## src/verilog/mlsi_pkg.sv

```systemverilog
/*
 * Shared constants and types of the lane interface: word layout, delay taps,
 * receive queue depth, controller register map and field positions.
 * Assumes every file of the lane and controller imports it whole.
 */
package mlsi_pkg;

	// ------------------------------------------------------------
	// Lane data path
	// ------------------------------------------------------------
	localparam int         WORD_W        = 8;
	localparam int         BITS_PER_WORD = 8;
	localparam int         DELAY_W       = 3;
	localparam logic [2:0] DELAY_INIT    = 3'h0;
	localparam logic [2:0] DELAY_MAX     = 3'h7;
	localparam int         QUEUE_DEPTH   = 4;
	localparam logic [7:0] SYNC_WORD     = 8'hb8;

	// ------------------------------------------------------------
	// Controller registers (byte addresses)
	// ------------------------------------------------------------
	localparam logic [7:0] OFS_CTRL   = 8'h00;
	localparam logic [7:0] OFS_TXDATA = 8'h04;
	localparam logic [7:0] OFS_RXDATA = 8'h08;
	localparam logic [7:0] OFS_STATUS = 8'h0c;
	localparam logic [7:0] OFS_DELAY  = 8'h10;

	localparam int CTRL_BUF_EN  = 0;
	localparam int CTRL_TERM_EN = 1;
	localparam int CTRL_FAST_DRIVE_EN   = 2;
	localparam int CTRL_LPP_OE  = 3;
	localparam int CTRL_LPN_OE  = 4;
	localparam int CTRL_LPP_OUT = 5;
	localparam int CTRL_LPN_OUT = 6;
	localparam int CTRL_RX_RST  = 7;
	localparam int CTRL_TX_RST  = 8;
	localparam int CTRL_REHUNT  = 9;
	localparam int CTRL_W       = 9;
	localparam logic [8:0] CTRL_RESET = 9'h000;

	localparam int STAT_RX_VALID = 0;
	localparam int STAT_LOCKED   = 1;
	localparam int STAT_LPP_IN   = 2;
	localparam int STAT_LPN_IN   = 3;
	localparam int STAT_OVERRUN  = 4;

	localparam int DLY_DIR   = 0;
	localparam int DLY_CLEAR = 1;

	typedef enum {
		MLSI_HUNT,
		MLSI_LOCKED
	} mlsi_align_t;

endpackage

```

## src/verilog/mlsi_lane_if.sv

```systemverilog
/*
 * Fabric-side signals between the lane and its controller.
 * Assumes both ends run on the same system clock; word timing is carried
 * by the word clock feed pulse.
 */
`timescale 1ns/100ps
interface mlsi_lane_if;
	import mlsi_pkg::*;

	logic [WORD_W-1:0] fast_rx_word;
	logic              queue_empty;
	logic              queue_read_en;
	logic              lowpower_pos_level_in;
	logic              lowpower_neg_level_in;
	logic              lowpower_pos_level_out;
	logic              lowpower_neg_level_out;
	logic              lowpower_pos_drive_en;
	logic              lowpower_neg_drive_en;
	logic [WORD_W-1:0] fast_tx_word;
	logic              fast_drive_en;
	logic              fast_input_buffer_en;
	logic              fast_termination_en;
	logic              delay_adjust_en;
	logic              delay_direction;
	logic              delay_counter_clear;
	logic              rx_reset;
	logic              tx_reset;
	logic              lane_word_clock_feed;
	logic              lane_bit_clock_feed;
	logic              lane_core_clock_feed;

	modport lane (
		output fast_rx_word, queue_empty, lowpower_pos_level_in, lowpower_neg_level_in,
		output lane_word_clock_feed, lane_bit_clock_feed, lane_core_clock_feed,
		input  queue_read_en, lowpower_pos_level_out, lowpower_neg_level_out,
		input  lowpower_pos_drive_en, lowpower_neg_drive_en, fast_tx_word, fast_drive_en,
		input  fast_input_buffer_en, fast_termination_en, delay_adjust_en,
		input  delay_direction, delay_counter_clear, rx_reset, tx_reset
	);

	modport ctrl (
		input  fast_rx_word, queue_empty, lowpower_pos_level_in, lowpower_neg_level_in,
		input  lane_word_clock_feed, lane_bit_clock_feed, lane_core_clock_feed,
		output queue_read_en, lowpower_pos_level_out, lowpower_neg_level_out,
		output lowpower_pos_drive_en, lowpower_neg_drive_en, fast_tx_word, fast_drive_en,
		output fast_input_buffer_en, fast_termination_en, delay_adjust_en,
		output delay_direction, delay_counter_clear, rx_reset, tx_reset
	);

endinterface

```

## src/verilog/mlsi_word_clock.sv

```systemverilog
/*
 * Clock lane divider: bit clock feed, one-cycle word strobe and a
 * square core clock feed at word rate, all from the system clock.
 * Assumes one system clock cycle stands for one serial bit time.
 */
`timescale 1ns/100ps
module mlsi_word_clock
	import mlsi_pkg::*;
#(
	parameter int BITS = BITS_PER_WORD
) (
	// Clock and reset
	input  wire logic clk_sys_i,
	input  wire logic sys_rst_i,
	// Clock feeds
	output logic      word_strobe_o,
	output logic      bit_clock_o,
	output logic      core_clock_o
);

	localparam int CW = $clog2(BITS);
	localparam logic [CW-1:0] LAST = CW'(BITS - 1);
	localparam logic [CW-1:0] HALF = CW'(BITS / 2);

	logic [CW-1:0] count;

	always_ff @(posedge clk_sys_i) begin
		if (sys_rst_i) begin
			count <= '0;
		end else if (count == LAST) begin
			count <= '0;
		end else begin
			count <= count + 1'b1;
		end
	end

	// Strobe lands in the cycle where count sits at its last value
	always_ff @(posedge clk_sys_i) begin
		if (sys_rst_i) begin
			word_strobe_o <= 1'b0;
			bit_clock_o   <= 1'b0;
			core_clock_o  <= 1'b0;
		end else begin
			word_strobe_o <= (count == LAST - 1'b1);
			bit_clock_o   <= ~bit_clock_o;
			core_clock_o  <= (count < HALF);
		end
	end

endmodule

```

## src/verilog/mlsi_lane.sv

```systemverilog
/*
 * Lane end: deserialiser with input delay taps and optional receive
 * queue, serialiser, low-power pad paths and pad enables.
 * Assumes the pads are resolved outside from the output enables, and that
 * one system clock cycle is one serial bit time.
 */
// What this block does
// - Received words leave as 8 bits, word-timed
// - Low-power pad levels pass straight to fabric
// - Fabric drives low-power levels on reversible lane
// - Queue empty flag tracks an empty queue
// - Fabric pulses read enable to pop words
// - Receive reset clears queue and deserialiser asynchronously
// - Input buffer works only while enabled
// - Termination follows its control input
// - Delay steps only while adjust enable set
// - Direction one increments, zero decrements delay
// - Delay clear restores initial tap
// - Clock lane makes bit and word clocks
// - Core clock feed is output only; fabric and queue reads run on the system clock
// - Transmit clocks come from the clock source
// - Fabric supplies fixed 8-bit transmit words
// - Serial output drives only while enabled
// - Each pad's low-power drive has own enable
// - Transmit reset clears the serialiser
// - Reversible lane returns low-power levels
// - Eight-fold serdes fast, none in low-power
`timescale 1ns/100ps
module mlsi_lane
	import mlsi_pkg::*;
#(
	parameter bit QUEUE_EN   = 1'b1,
	parameter int QDEPTH     = QUEUE_DEPTH,
	parameter bit REVERSIBLE = 1'b1
) (
	// Clock and reset
	input  wire logic               clk_sys_i,
	input  wire logic               sys_rst_i,
	// Fabric side
	mlsi_lane_if.lane               lane,
	// Pads
	input  wire logic               pad_p_i,
	input  wire logic               pad_n_i,
	output logic                    pad_p_o,
	output logic                    pad_p_oe_o,
	output logic                    pad_n_o,
	output logic                    pad_n_oe_o,
	// Analog controls and status
	output logic                    input_buffer_on_o,
	output logic                    termination_on_o,
	output logic [DELAY_W-1:0]      delay_tap_o
);

	localparam int QW = $clog2(QDEPTH);

	// ------------------------------------------------------------
	// Clock lane
	// ------------------------------------------------------------
	logic word_strobe;

	// One divider serves receive and transmit; stands in for the PLL
	mlsi_word_clock #(
		.BITS          (BITS_PER_WORD)
	) u_clock (
		.clk_sys_i     (clk_sys_i),
		.sys_rst_i     (sys_rst_i),
		.word_strobe_o (word_strobe),
		.bit_clock_o   (lane.lane_bit_clock_feed),
		.core_clock_o  (lane.lane_core_clock_feed)
	);

	assign lane.lane_word_clock_feed = word_strobe;

	// ------------------------------------------------------------
	// Analog controls
	// ------------------------------------------------------------
	always_ff @(posedge clk_sys_i) begin
		if (sys_rst_i) begin
			input_buffer_on_o <= 1'b0;
			termination_on_o  <= 1'b0;
		end else begin
			input_buffer_on_o <= lane.fast_input_buffer_en;
			termination_on_o  <= lane.fast_termination_en;
		end
	end

	// ------------------------------------------------------------
	// Low-power levels
	// ------------------------------------------------------------
	// Registered once; no clock relation is promised to the fabric
	always_ff @(posedge clk_sys_i) begin
		if (sys_rst_i) begin
			lane.lowpower_pos_level_in <= 1'b0;
			lane.lowpower_neg_level_in <= 1'b0;
		end else if (REVERSIBLE) begin
			lane.lowpower_pos_level_in <= pad_p_i;
			lane.lowpower_neg_level_in <= pad_n_i;
		end
	end

	// ------------------------------------------------------------
	// Input delay taps
	// ------------------------------------------------------------
	// Adjusted once per word, in the word clock domain
	always_ff @(posedge clk_sys_i) begin
		if (sys_rst_i) begin
			delay_tap_o <= DELAY_INIT;
		end else if (word_strobe && lane.delay_counter_clear) begin
			delay_tap_o <= DELAY_INIT;
		end else if (word_strobe && lane.delay_adjust_en) begin
			if (lane.delay_direction && delay_tap_o != DELAY_MAX) begin
				delay_tap_o <= delay_tap_o + 1'b1;
			end else if (!lane.delay_direction && delay_tap_o != '0) begin
				delay_tap_o <= delay_tap_o - 1'b1;
			end
		end
	end

	// ------------------------------------------------------------
	// Deserialiser
	// ------------------------------------------------------------
	logic [DELAY_MAX:0]  bit_history;
	logic [WORD_W-2:0]   rx_shift;
	logic [WORD_W-1:0]   rx_word;
	logic                rx_word_ready;
	logic                rx_bit;
	logic                diff_bit;

	// Disabled buffer reads as a steady zero stream
	assign diff_bit = input_buffer_on_o & pad_p_i & ~pad_n_i;
	assign rx_bit   = bit_history[delay_tap_o];

	// Receive reset acts without the clock
	always_ff @(posedge clk_sys_i or posedge lane.rx_reset) begin
		if (lane.rx_reset) begin
			bit_history   <= '0;
			rx_shift      <= '0;
			rx_word       <= '0;
			rx_word_ready <= 1'b0;
		end else if (sys_rst_i) begin
			bit_history   <= '0;
			rx_shift      <= '0;
			rx_word       <= '0;
			rx_word_ready <= 1'b0;
		end else begin
			bit_history   <= {bit_history[DELAY_MAX-1:0], diff_bit};
			rx_shift      <= {rx_shift[WORD_W-3:0], rx_bit};
			rx_word_ready <= word_strobe;
			if (word_strobe) begin
				rx_word <= {rx_shift, rx_bit};
			end
		end
	end

	// ------------------------------------------------------------
	// Receive queue
	// ------------------------------------------------------------
	logic [WORD_W-1:0] queue_mem [QDEPTH];
	logic [QW-1:0]     wr_ptr;
	logic [QW-1:0]     rd_ptr;
	logic [QW:0]       fill;
	logic [QW:0]       next_fill;
	logic              push;
	logic              pop;

	// Words arriving on a full queue are dropped; no alignment here
	assign push = QUEUE_EN && rx_word_ready && (fill != (QW+1)'(QDEPTH));
	assign pop  = QUEUE_EN && lane.queue_read_en && (fill != '0);

	always_comb begin
		next_fill = fill;
		if (push && !pop) begin
			next_fill = fill + 1'b1;
		end else if (pop && !push) begin
			next_fill = fill - 1'b1;
		end
	end

	always_ff @(posedge clk_sys_i or posedge lane.rx_reset) begin
		if (lane.rx_reset) begin
			wr_ptr           <= '0;
			rd_ptr           <= '0;
			fill             <= '0;
			lane.queue_empty <= 1'b1;
		end else if (sys_rst_i) begin
			wr_ptr           <= '0;
			rd_ptr           <= '0;
			fill             <= '0;
			lane.queue_empty <= 1'b1;
		end else begin
			fill             <= next_fill;
			lane.queue_empty <= (next_fill == '0);
			if (push) begin
				wr_ptr <= (wr_ptr == QW'(QDEPTH - 1)) ? '0 : wr_ptr + 1'b1;
			end
			if (pop) begin
				rd_ptr <= (rd_ptr == QW'(QDEPTH - 1)) ? '0 : rd_ptr + 1'b1;
			end
		end
	end

	always_ff @(posedge clk_sys_i) begin
		if (push) begin
			queue_mem[wr_ptr] <= rx_word;
		end
	end

	// Popped word appears the cycle after the read enable
	always_ff @(posedge clk_sys_i or posedge lane.rx_reset) begin
		if (lane.rx_reset) begin
			lane.fast_rx_word <= '0;
		end else if (sys_rst_i) begin
			lane.fast_rx_word <= '0;
		end else if (QUEUE_EN) begin
			if (pop) begin
				lane.fast_rx_word <= queue_mem[rd_ptr];
			end
		end else if (rx_word_ready) begin
			lane.fast_rx_word <= rx_word;
		end
	end

	// ------------------------------------------------------------
	// Serialiser and pad drive
	// ------------------------------------------------------------
	logic [WORD_W-1:0] tx_shift;

	// Word is taken whole at the strobe, most significant bit first
	always_ff @(posedge clk_sys_i) begin
		if (sys_rst_i || lane.tx_reset) begin
			tx_shift <= '0;
		end else if (word_strobe) begin
			tx_shift <= lane.fast_tx_word;
		end else begin
			tx_shift <= {tx_shift[WORD_W-2:0], 1'b0};
		end
	end

	// Fast drive wins over low-power drive when both are asked for
	always_ff @(posedge clk_sys_i) begin
		if (sys_rst_i) begin
			pad_p_o    <= 1'b0;
			pad_n_o    <= 1'b0;
			pad_p_oe_o <= 1'b0;
			pad_n_oe_o <= 1'b0;
		end else if (lane.fast_drive_en) begin
			pad_p_o    <= tx_shift[WORD_W-1];
			pad_n_o    <= ~tx_shift[WORD_W-1];
			pad_p_oe_o <= 1'b1;
			pad_n_oe_o <= 1'b1;
		end else begin
			pad_p_o    <= lane.lowpower_pos_level_out;
			pad_n_o    <= lane.lowpower_neg_level_out;
			pad_p_oe_o <= lane.lowpower_pos_drive_en;
			pad_n_oe_o <= lane.lowpower_neg_drive_en;
		end
	end

endmodule

```

## src/flat_wrapper.sv

```systemverilog
// flat-port wrapper written by rule: the top's interface ports become plain ports
module mlsi_lane_flat import mlsi_pkg::*;
#(
	parameter bit QUEUE_EN   = 1'b1,
	parameter int QDEPTH     = QUEUE_DEPTH,
	parameter bit REVERSIBLE = 1'b1
)
  (clk_sys_i, sys_rst_i, pad_p_i, pad_n_i, pad_p_o, pad_p_oe_o, pad_n_o, pad_n_oe_o, input_buffer_on_o, termination_on_o, delay_tap_o, lane_fast_rx_word, lane_queue_empty, lane_lowpower_pos_level_in, lane_lowpower_neg_level_in, lane_lane_word_clock_feed, lane_lane_bit_clock_feed, lane_lane_core_clock_feed, lane_queue_read_en, lane_lowpower_pos_level_out, lane_lowpower_neg_level_out, lane_lowpower_pos_drive_en, lane_lowpower_neg_drive_en, lane_fast_tx_word, lane_fast_drive_en, lane_fast_input_buffer_en, lane_fast_termination_en, lane_delay_adjust_en, lane_delay_direction, lane_delay_counter_clear, lane_rx_reset, lane_tx_reset);
  mlsi_lane_if lane_i ();
  input  wire logic clk_sys_i;
  input  wire logic sys_rst_i;
  input  wire logic pad_p_i;
  input  wire logic pad_n_i;
  output logic pad_p_o;
  output logic pad_p_oe_o;
  output logic pad_n_o;
  output logic pad_n_oe_o;
  output logic input_buffer_on_o;
  output logic termination_on_o;
  output logic [DELAY_W-1:0] delay_tap_o;
  output wire logic [$bits(lane_i.fast_rx_word)-1:0] lane_fast_rx_word;
  output wire logic [$bits(lane_i.queue_empty)-1:0] lane_queue_empty;
  output wire logic [$bits(lane_i.lowpower_pos_level_in)-1:0] lane_lowpower_pos_level_in;
  output wire logic [$bits(lane_i.lowpower_neg_level_in)-1:0] lane_lowpower_neg_level_in;
  output wire logic [$bits(lane_i.lane_word_clock_feed)-1:0] lane_lane_word_clock_feed;
  output wire logic [$bits(lane_i.lane_bit_clock_feed)-1:0] lane_lane_bit_clock_feed;
  output wire logic [$bits(lane_i.lane_core_clock_feed)-1:0] lane_lane_core_clock_feed;
  input wire logic [$bits(lane_i.queue_read_en)-1:0] lane_queue_read_en;
  input wire logic [$bits(lane_i.lowpower_pos_level_out)-1:0] lane_lowpower_pos_level_out;
  input wire logic [$bits(lane_i.lowpower_neg_level_out)-1:0] lane_lowpower_neg_level_out;
  input wire logic [$bits(lane_i.lowpower_pos_drive_en)-1:0] lane_lowpower_pos_drive_en;
  input wire logic [$bits(lane_i.lowpower_neg_drive_en)-1:0] lane_lowpower_neg_drive_en;
  input wire logic [$bits(lane_i.fast_tx_word)-1:0] lane_fast_tx_word;
  input wire logic [$bits(lane_i.fast_drive_en)-1:0] lane_fast_drive_en;
  input wire logic [$bits(lane_i.fast_input_buffer_en)-1:0] lane_fast_input_buffer_en;
  input wire logic [$bits(lane_i.fast_termination_en)-1:0] lane_fast_termination_en;
  input wire logic [$bits(lane_i.delay_adjust_en)-1:0] lane_delay_adjust_en;
  input wire logic [$bits(lane_i.delay_direction)-1:0] lane_delay_direction;
  input wire logic [$bits(lane_i.delay_counter_clear)-1:0] lane_delay_counter_clear;
  input wire logic [$bits(lane_i.rx_reset)-1:0] lane_rx_reset;
  input wire logic [$bits(lane_i.tx_reset)-1:0] lane_tx_reset;
  assign lane_fast_rx_word = lane_i.fast_rx_word;
  assign lane_queue_empty = lane_i.queue_empty;
  assign lane_lowpower_pos_level_in = lane_i.lowpower_pos_level_in;
  assign lane_lowpower_neg_level_in = lane_i.lowpower_neg_level_in;
  assign lane_lane_word_clock_feed = lane_i.lane_word_clock_feed;
  assign lane_lane_bit_clock_feed = lane_i.lane_bit_clock_feed;
  assign lane_lane_core_clock_feed = lane_i.lane_core_clock_feed;
  assign lane_i.queue_read_en = lane_queue_read_en;
  assign lane_i.lowpower_pos_level_out = lane_lowpower_pos_level_out;
  assign lane_i.lowpower_neg_level_out = lane_lowpower_neg_level_out;
  assign lane_i.lowpower_pos_drive_en = lane_lowpower_pos_drive_en;
  assign lane_i.lowpower_neg_drive_en = lane_lowpower_neg_drive_en;
  assign lane_i.fast_tx_word = lane_fast_tx_word;
  assign lane_i.fast_drive_en = lane_fast_drive_en;
  assign lane_i.fast_input_buffer_en = lane_fast_input_buffer_en;
  assign lane_i.fast_termination_en = lane_fast_termination_en;
  assign lane_i.delay_adjust_en = lane_delay_adjust_en;
  assign lane_i.delay_direction = lane_delay_direction;
  assign lane_i.delay_counter_clear = lane_delay_counter_clear;
  assign lane_i.rx_reset = lane_rx_reset;
  assign lane_i.tx_reset = lane_tx_reset;
  mlsi_lane #(.QUEUE_EN(QUEUE_EN), .QDEPTH(QDEPTH), .REVERSIBLE(REVERSIBLE)) u_core (.clk_sys_i(clk_sys_i), .sys_rst_i(sys_rst_i), .lane(lane_i), .pad_p_i(pad_p_i), .pad_n_i(pad_n_i), .pad_p_o(pad_p_o), .pad_p_oe_o(pad_p_oe_o), .pad_n_o(pad_n_o), .pad_n_oe_o(pad_n_oe_o), .input_buffer_on_o(input_buffer_on_o), .termination_on_o(termination_on_o), .delay_tap_o(delay_tap_o));
endmodule
```

## config.mk

```make
export PLATFORM = sky130hd
export DESIGN_NAME = mlsi_lane_flat
export DESIGN_NICKNAME = d
export VERILOG_FILES = /design/src/verilog/mlsi_pkg.sv /design/src/verilog/mlsi_lane_if.sv /design/src/verilog/mlsi_word_clock.sv /design/src/verilog/mlsi_lane.sv /design/src/flat_wrapper.sv
export SDC_FILE = /design/constraint.sdc
export NUM_CORES = 1
export LEC_CHECK = 0
export ABC_AREA = 1
export BUFFER_PORTS_ARGS = -buffer_cell sky130_fd_sc_hd__buf_4
export CAP_MARGIN = 20
export CORE_ASPECT_RATIO = 1.25
export CORE_MARGIN = 5
export CORE_UTILIZATION = 45
export DETAILED_ROUTE_END_ITERATION = 8
export GPL_TIMING_DRIVEN = 0
export PLACE_DENSITY = 0.6
export SLEW_MARGIN = 20
export SYNTH_ARGS = -nofsm -noshare
export SYNTH_HDL_FRONTEND = slang
export SYNTH_HIERARCHICAL = 1
export SYNTH_SLANG_ARGS = --single-unit
```

## constraint.sdc

```tcl
create_clock -name clk_sys_i -period 2.2 [get_ports clk_sys_i]
set_input_delay 0.11 -clock clk_sys_i [delete_from_list [all_inputs] [get_ports clk_sys_i]]
set_output_delay 0.11 -clock clk_sys_i [all_outputs]
set_load 0.01 [all_outputs]
```

==> Yosys cells after proc, flatten, opt, wreduce, memory -nomap -nowiden <==
Memory sizes are Yosys's and may differ from the RTL's.
Cells that the tools add are included.
{ "totals": {"register_bits": 65, "mem_bits_rw": 32, "output_inout_bits": 23, "memories": 1} }
{ "mem_list": {"columns": ["memory", "depth", "width", "read_ports", "rd_clocked_by_memory_dff", "wr", "line", "rtl"], "rows": [
  ["u_core.queue_mem", 4, 8, 1, 0, 1, "mlsi_lane.sv:158", "logic [WORD_W-1:0] queue_mem [QDEPTH];"]
]} }
{ "op_classes": {"n_addsub": 7, "order_cmp": 2, "n_eq_ne": 6, "n_mux": 28, "n_bitwise": 6, "n_reduce_logical": 23} }
{ "ops": {"columns": ["op", "n"], "rows": [
  ["$mux W8", 6],
  ["$mux W3", 5],
  ["$mux W2", 6],
  ["$add A3 B1 Y3 const B", 3],
  ["$mux W1", 9],
  ["$logic_and A1 B1 Y1", 8],
  ["$reduce_bool A2 Y1", 4],
  ["$mux W7", 1],
  ["$eq A3 B3 Y1 const B", 2],
  ["$ne A3 B3 Y1 const B", 2],
  ["$reduce_bool A3 Y1", 2],
  ["$reduce_or A2 Y1", 3],
  ["$sub A3 B1 Y3 const B", 2],
  ["$add A2 B1 Y2 const B", 2],
  ["$eq A2 B2 Y1 const B", 2],
  ["$lt A3 B4 Y1 const B", 1],
  ["$not A1 Y1", 4],
  ["$bmux W1 S3", 1],
  ["$logic_not A1 Y1", 3],
  ["$logic_not A3 Y1", 1],
  ["$lt A3 B3 Y1 const B", 1],
  ["$and A1 B1 Y1", 2],
  ["$reduce_and A2 Y1", 1],
  ["$logic_or A1 B1 Y1", 1]
]} }

==> Logic depth before layout (Yosys ltp) <==
{ "logic_depth": {"ltp_word": 8, "ltp_mapped": 12} }

==> Modules after synthesis <==
Netlist, hierarchy kept.
{ "modules_own_cells": {"columns": ["module", "instances", "cells_per_inst", "area_each_um2", "seq_area_each_um2"], "rows": [
  ["mlsi_lane", 1, 368, 3674.8, 2343.5],
  ["mlsi_word_clock", 1, 21, 206.4, 120.1]
]} }

==> Worst setup path after synthesis <==
No wires, ideal clock.
{ "synth_timing": {"path_kind": "register -> register", "startpoint": "register u_core.fill[0]", "endpoint": "memory u_core.queue_mem[0][0], enable pin", "setup_time_ps": 371, "t_arrival_ps": 1318, "required_ps": 1829, "slack_ps": 512, "path_stages_with_launch": 7, "path_buffers": 1, "period_less_slack_ps": 1688, "path_cell_list": "dfrtp_1 inv_1 ha_1 nand2_1 nand2_1 buf_6 nor2_1"} }
{ "synth_via": {"elab_chain_len": 4} }
{ "synth_rtl": {"columns": ["item", "line", "rtl"], "rows": [
  ["from (decl)", "mlsi_lane.sv:161", "logic [QW:0] fill;"],
  ["from (signal assigned)", "mlsi_lane.sv:191", "fill <= next_fill;"],
  ["$ne A3 B3 Y1", "mlsi_lane.sv:167", "assign push = QUEUE_EN && rx_word_ready && (fill != (QW+1)'(QDEPTH));"],
  ["$logic_and A1 B1 Y1", "mlsi_lane.sv:167", null],
  ["$mux W1", "mlsi_lane.sv:203", "if (push) begin"],
  ["$mux W1 (implied by the code)", "mlsi_lane.sv:204", "queue_mem[wr_ptr] <= rx_word;"],
  ["to (decl)", "mlsi_lane.sv:158", null]
]} }
No other way between the ends.

==> Worst setup path after layout <==
{ "layout_timing": {"startpoint": "register u_core.fill[0]", "endpoint": "memory u_core.queue_mem[2][0], enable pin"} }
The elaborated chain is that of the path after synthesis.

==> impl_metrics.py <==
metrics = {
    "logic_synthesis": {
        "ys_ff_latch": 97,
        "yosys_warnings": 6,
        "syn_area_per_cell_um2": 9.98,
        "synth.distinct_cells": 37,
        "syn_nets": 425,
        "synth_seq_area_share": 0.635,
        "mappedNetlistArea_um2": 3880,
        "syn_inst": 389,
    },
    "timing": {
        "tns_ps": 0,
        "clock_skew_ps": 10.6,
        "rsz0062_at_grt": "false",
        "fin_crit_sh": 0.893,
        "finalSetupViolCount": 0,
        "tightest_slew_ps": 737,
        "max_freq_mhz": 509,
        "slew_viol_final": 0,
        "fin_ws_ps": 236,
        "max_slew_margin": 0.507,
        "timing_hold_violations_final": 0,
        "min_period_ps": 1960,
    },
    "min_path": {
        "hold_path.class": "input port to flop",
    },
    "cells_and_area": {
        "drive_gt1_frac": 0.193,
        "area_growth_pct": 22.1,
        "nets": 503,
        "layout_common_cells": "nand2_1 (73), nor2_1 (58), buf_4 (48), inv_1 (39), dfrtp_1 (39)",
        "fillers": 772,
        "final_common_cell": "nand2_1",
        "finalNonFillerCells": 572,
        "diodes": 0,
    },
    "setup_path": {
        "crit_path_start_kind": "flop",
        "path_class": "flop to flop",
        "crit_buf_inv": 2,
        "required_ps": 2180,
        "endpoint_kind": "flop",
        "critical-path-top-delay-family": "simple AND/OR/NAND/NOR gates",
        "crit_chain": "inv_1 > ha_1 > nand2_1 > nand2_1 > buf_6 > nor2_1",
        "arrival_ps": 1950,
        "cp_slowest_cell": "nor2_1",
        "cpMostUsedCell": "nand2_1",
        "slowest_delay_ps": 560,
        "path_max_fanout": 10,
    },
    "clocking": {
        "insertion_delay_ps": 350,
        "cts.clk_slew.worst_paths_ps": 90,
        "cts.sinks": 97,
        "cts.path.max_buffers": 2,
        "root_buffer": "clkbuf_8",
        "cts_buffers": 9,
        "cts_tree": "built",
        "cts_max_level": 3,
        "cts_setup_buffers": 0,
        "postCtsResizedCells": 0,
        "cts-hold-fix-buffers": 19,
    },
    "die": {
        "std_cell_rows": 38,
        "coreArea_um2": 8560,
        "io_pins": 48,
        "die_y_um": 114,
        "initial_core_util": 0.454,
        "dieArea_um2": 10600,
        "dieWidth_um": 93.1,
    },
    "global_route": {
        "grt_pass1_wl_um": 13000,
        "grt_antenna_before_repair": 0,
        "grt_max_degree": 26,
        "track_usage": 0.154,
        "overflow": 0,
        "grt_pass1_vias": 2799,
    },
    "route": {
        "dr.pass1.iters": 4,
        "dr_total_vias": 2741,
        "antenna_left": 0,
        "drtIter0Drc": 153,
        "wire_per_inst_um": 12.5,
        "routed_via_density": 4.79,
        "drc": 0,
        "wl_um": 7160,
    },
    "power": {
        "ir_worst_vdd_mv": 0.443,
        "power.leakage_nw": 2.18,
        "power_density_nw_per_um2": 790,
    },
    "place": {
        "dp_hpwl_um": 5160,
        "gp_congestion": 0.765,
        "pre_cts_ws_ps": 203,
        "dp.cells": 537,
        "portBuffers": 47,
    },
    "run": {
        "maxCapViolations": 0,
    },
    "status": {
        "outcome": "completed",
    },
}
-- layer usage --
layer  global-route usage  vias up  wire [um]
met4               0.0645        0        140
met3               0.0356       11        321
met1                0.186     1257       3090
met5                    0        -          0
li1                     -     1413          -
met2                0.265       60       3610
-- cell usage after synthesis (all sizes together) --
cell | n | area (um2)
inv | 43 | 161
nor3 | 1 | 5.00
edfxtp | 32 | 961
a22o | 1 | 8.76
o22ai | 8 | 50.1
nand3 | 27 | 158
o21ai | 23 | 115
or2 | 1 | 6.26
buf | 13 | 77.6
and3 | 1 | 6.26
dfstp | 1 | 26.3
nor3b | 1 | 7.51
a21oi | 16 | 95.1
dfrtp | 39 | 976
dfxtp | 25 | 500
ha | 10 | 125
nand2 | 76 | 293
nand4 | 2 | 12.5
clkinv | 2 | 8.75
nand3b | 1 | 7.51
a21boi | 1 | 7.51
a211oi | 1 | 7.51
fa | 1 | 20.0
clkbuf | 2 | 7.51
o211ai | 1 | 7.51
nor2 | 60 | 230
-- cells by family (layout without fill, tap and decap cells) --
| kind of cell | after synthesis | after routing | synth area share |
|---|---|---|---|
| and+or+nand+nor | 170 | 170 | 0.187 |
| DFF | 97 | 97 | 0.635 |
| buffers and inverters | 60 | 143 | 0.0658 |
| AOI/OAI and AO/OA | 51 | 51 | 0.0751 |
| adders and majority gates | 11 | 11 | 0.0374 |
-- state kept, by name (all words and copies together), names as in the netlist --
signal and flops:
u_core/u_clock/core_clock_o 1, u_core/input_buffer_on_o 1, u_core/queue_mem 32, u_core/rx_word_ready 1, u_core/u_clock/word_strobe_o 1, u_core/rx_word 8, u_core/lane.lowpower_neg_level_in 1, u_core/pad_p_oe_o 1
u_core/rx_shift 7, u_core/lane.fast_rx_word 8, u_core/u_clock/count 3, u_core/termination_on_o 1, u_core/tx_shift 8, u_core/u_clock/bit_clock_o 1, u_core/delay_tap_o 3, u_core/fill 3
u_core/bit_history 8, u_core/rd_ptr 2, u_core/pad_n_o 1, u_core/lane.lowpower_pos_level_in 1, u_core/pad_p_o 1, u_core/wr_ptr 2, u_core/pad_n_oe_o 1, u_core/lane.queue_empty 1
-- final timing paths --
path | cells after the start | endpoint | slack, ps | startpoint
worst min-delay path | 3 | u_core/pad_p_o | 20 | lane_lowpower_pos_level_out
max in group asynchronous | 4 | u_core/rx_word[1] | 1470 | lane_rx_reset
worst max register to register | 6 | u_core/queue_mem[2][0] | 240 | u_core/fill[0]
min in group asynchronous | 3 | u_core/rd_ptr[1] | 280 | lane_rx_reset
worst max-delay path | 6 | u_core/queue_mem[2][0] | 240 | u_core/fill[0]
worst min register to register | 1 | u_core/u_clock/bit_clock_o | 430 | u_core/u_clock/bit_clock_o
-- final cells by class --
cell class | instances | area [um2] | share of cell area
plain buffers | 15 | 85.1 | 0.0179
clock inverters | 6 | 43.8 | 0.00924
clock buffers | 10 | 128 | 0.0269
flip-flops and latches | 97 | 2460 | 0.520
multi-input cells | 232 | 1160 | 0.245
repair buffers | 67 | 563 | 0.119
inverters | 45 | 170 | 0.0359
well taps | 100 | 125 | 0.0264
-- power by group --
group / internal, mW / total (mW) / switching, mW
combinational: 0.321 / 0.745 / 0.424
sequential: 1.94 / 1.99 / 0.0479
clock: 0.415 / 1.01 / 0.598
total: 2.68 / 3.75 / 1.07
-- metrics by stage --
step | area, um2 | util | power, mW | hold slack (ps)
floorplan | 3880 | - | 2.52 | 175
global placement | 4360 | 0.509 | 2.74 | 273
detailed placement | 4380 | 0.512 | 2.76 | 111
CTS | 4740 | 0.554 | 3.81 | 0.957
global route | 4740 | 0.554 | 3.98 | 22.2
finish | 4740 | 0.554 | 3.75 | 19.8
-- tightest hold or removal path, cell delays in order --
cell and delay (ps):
buf_4 80, o21ai_0 60, nor2_1 90
Note: power is estimated with default switching activity, not from simulation.
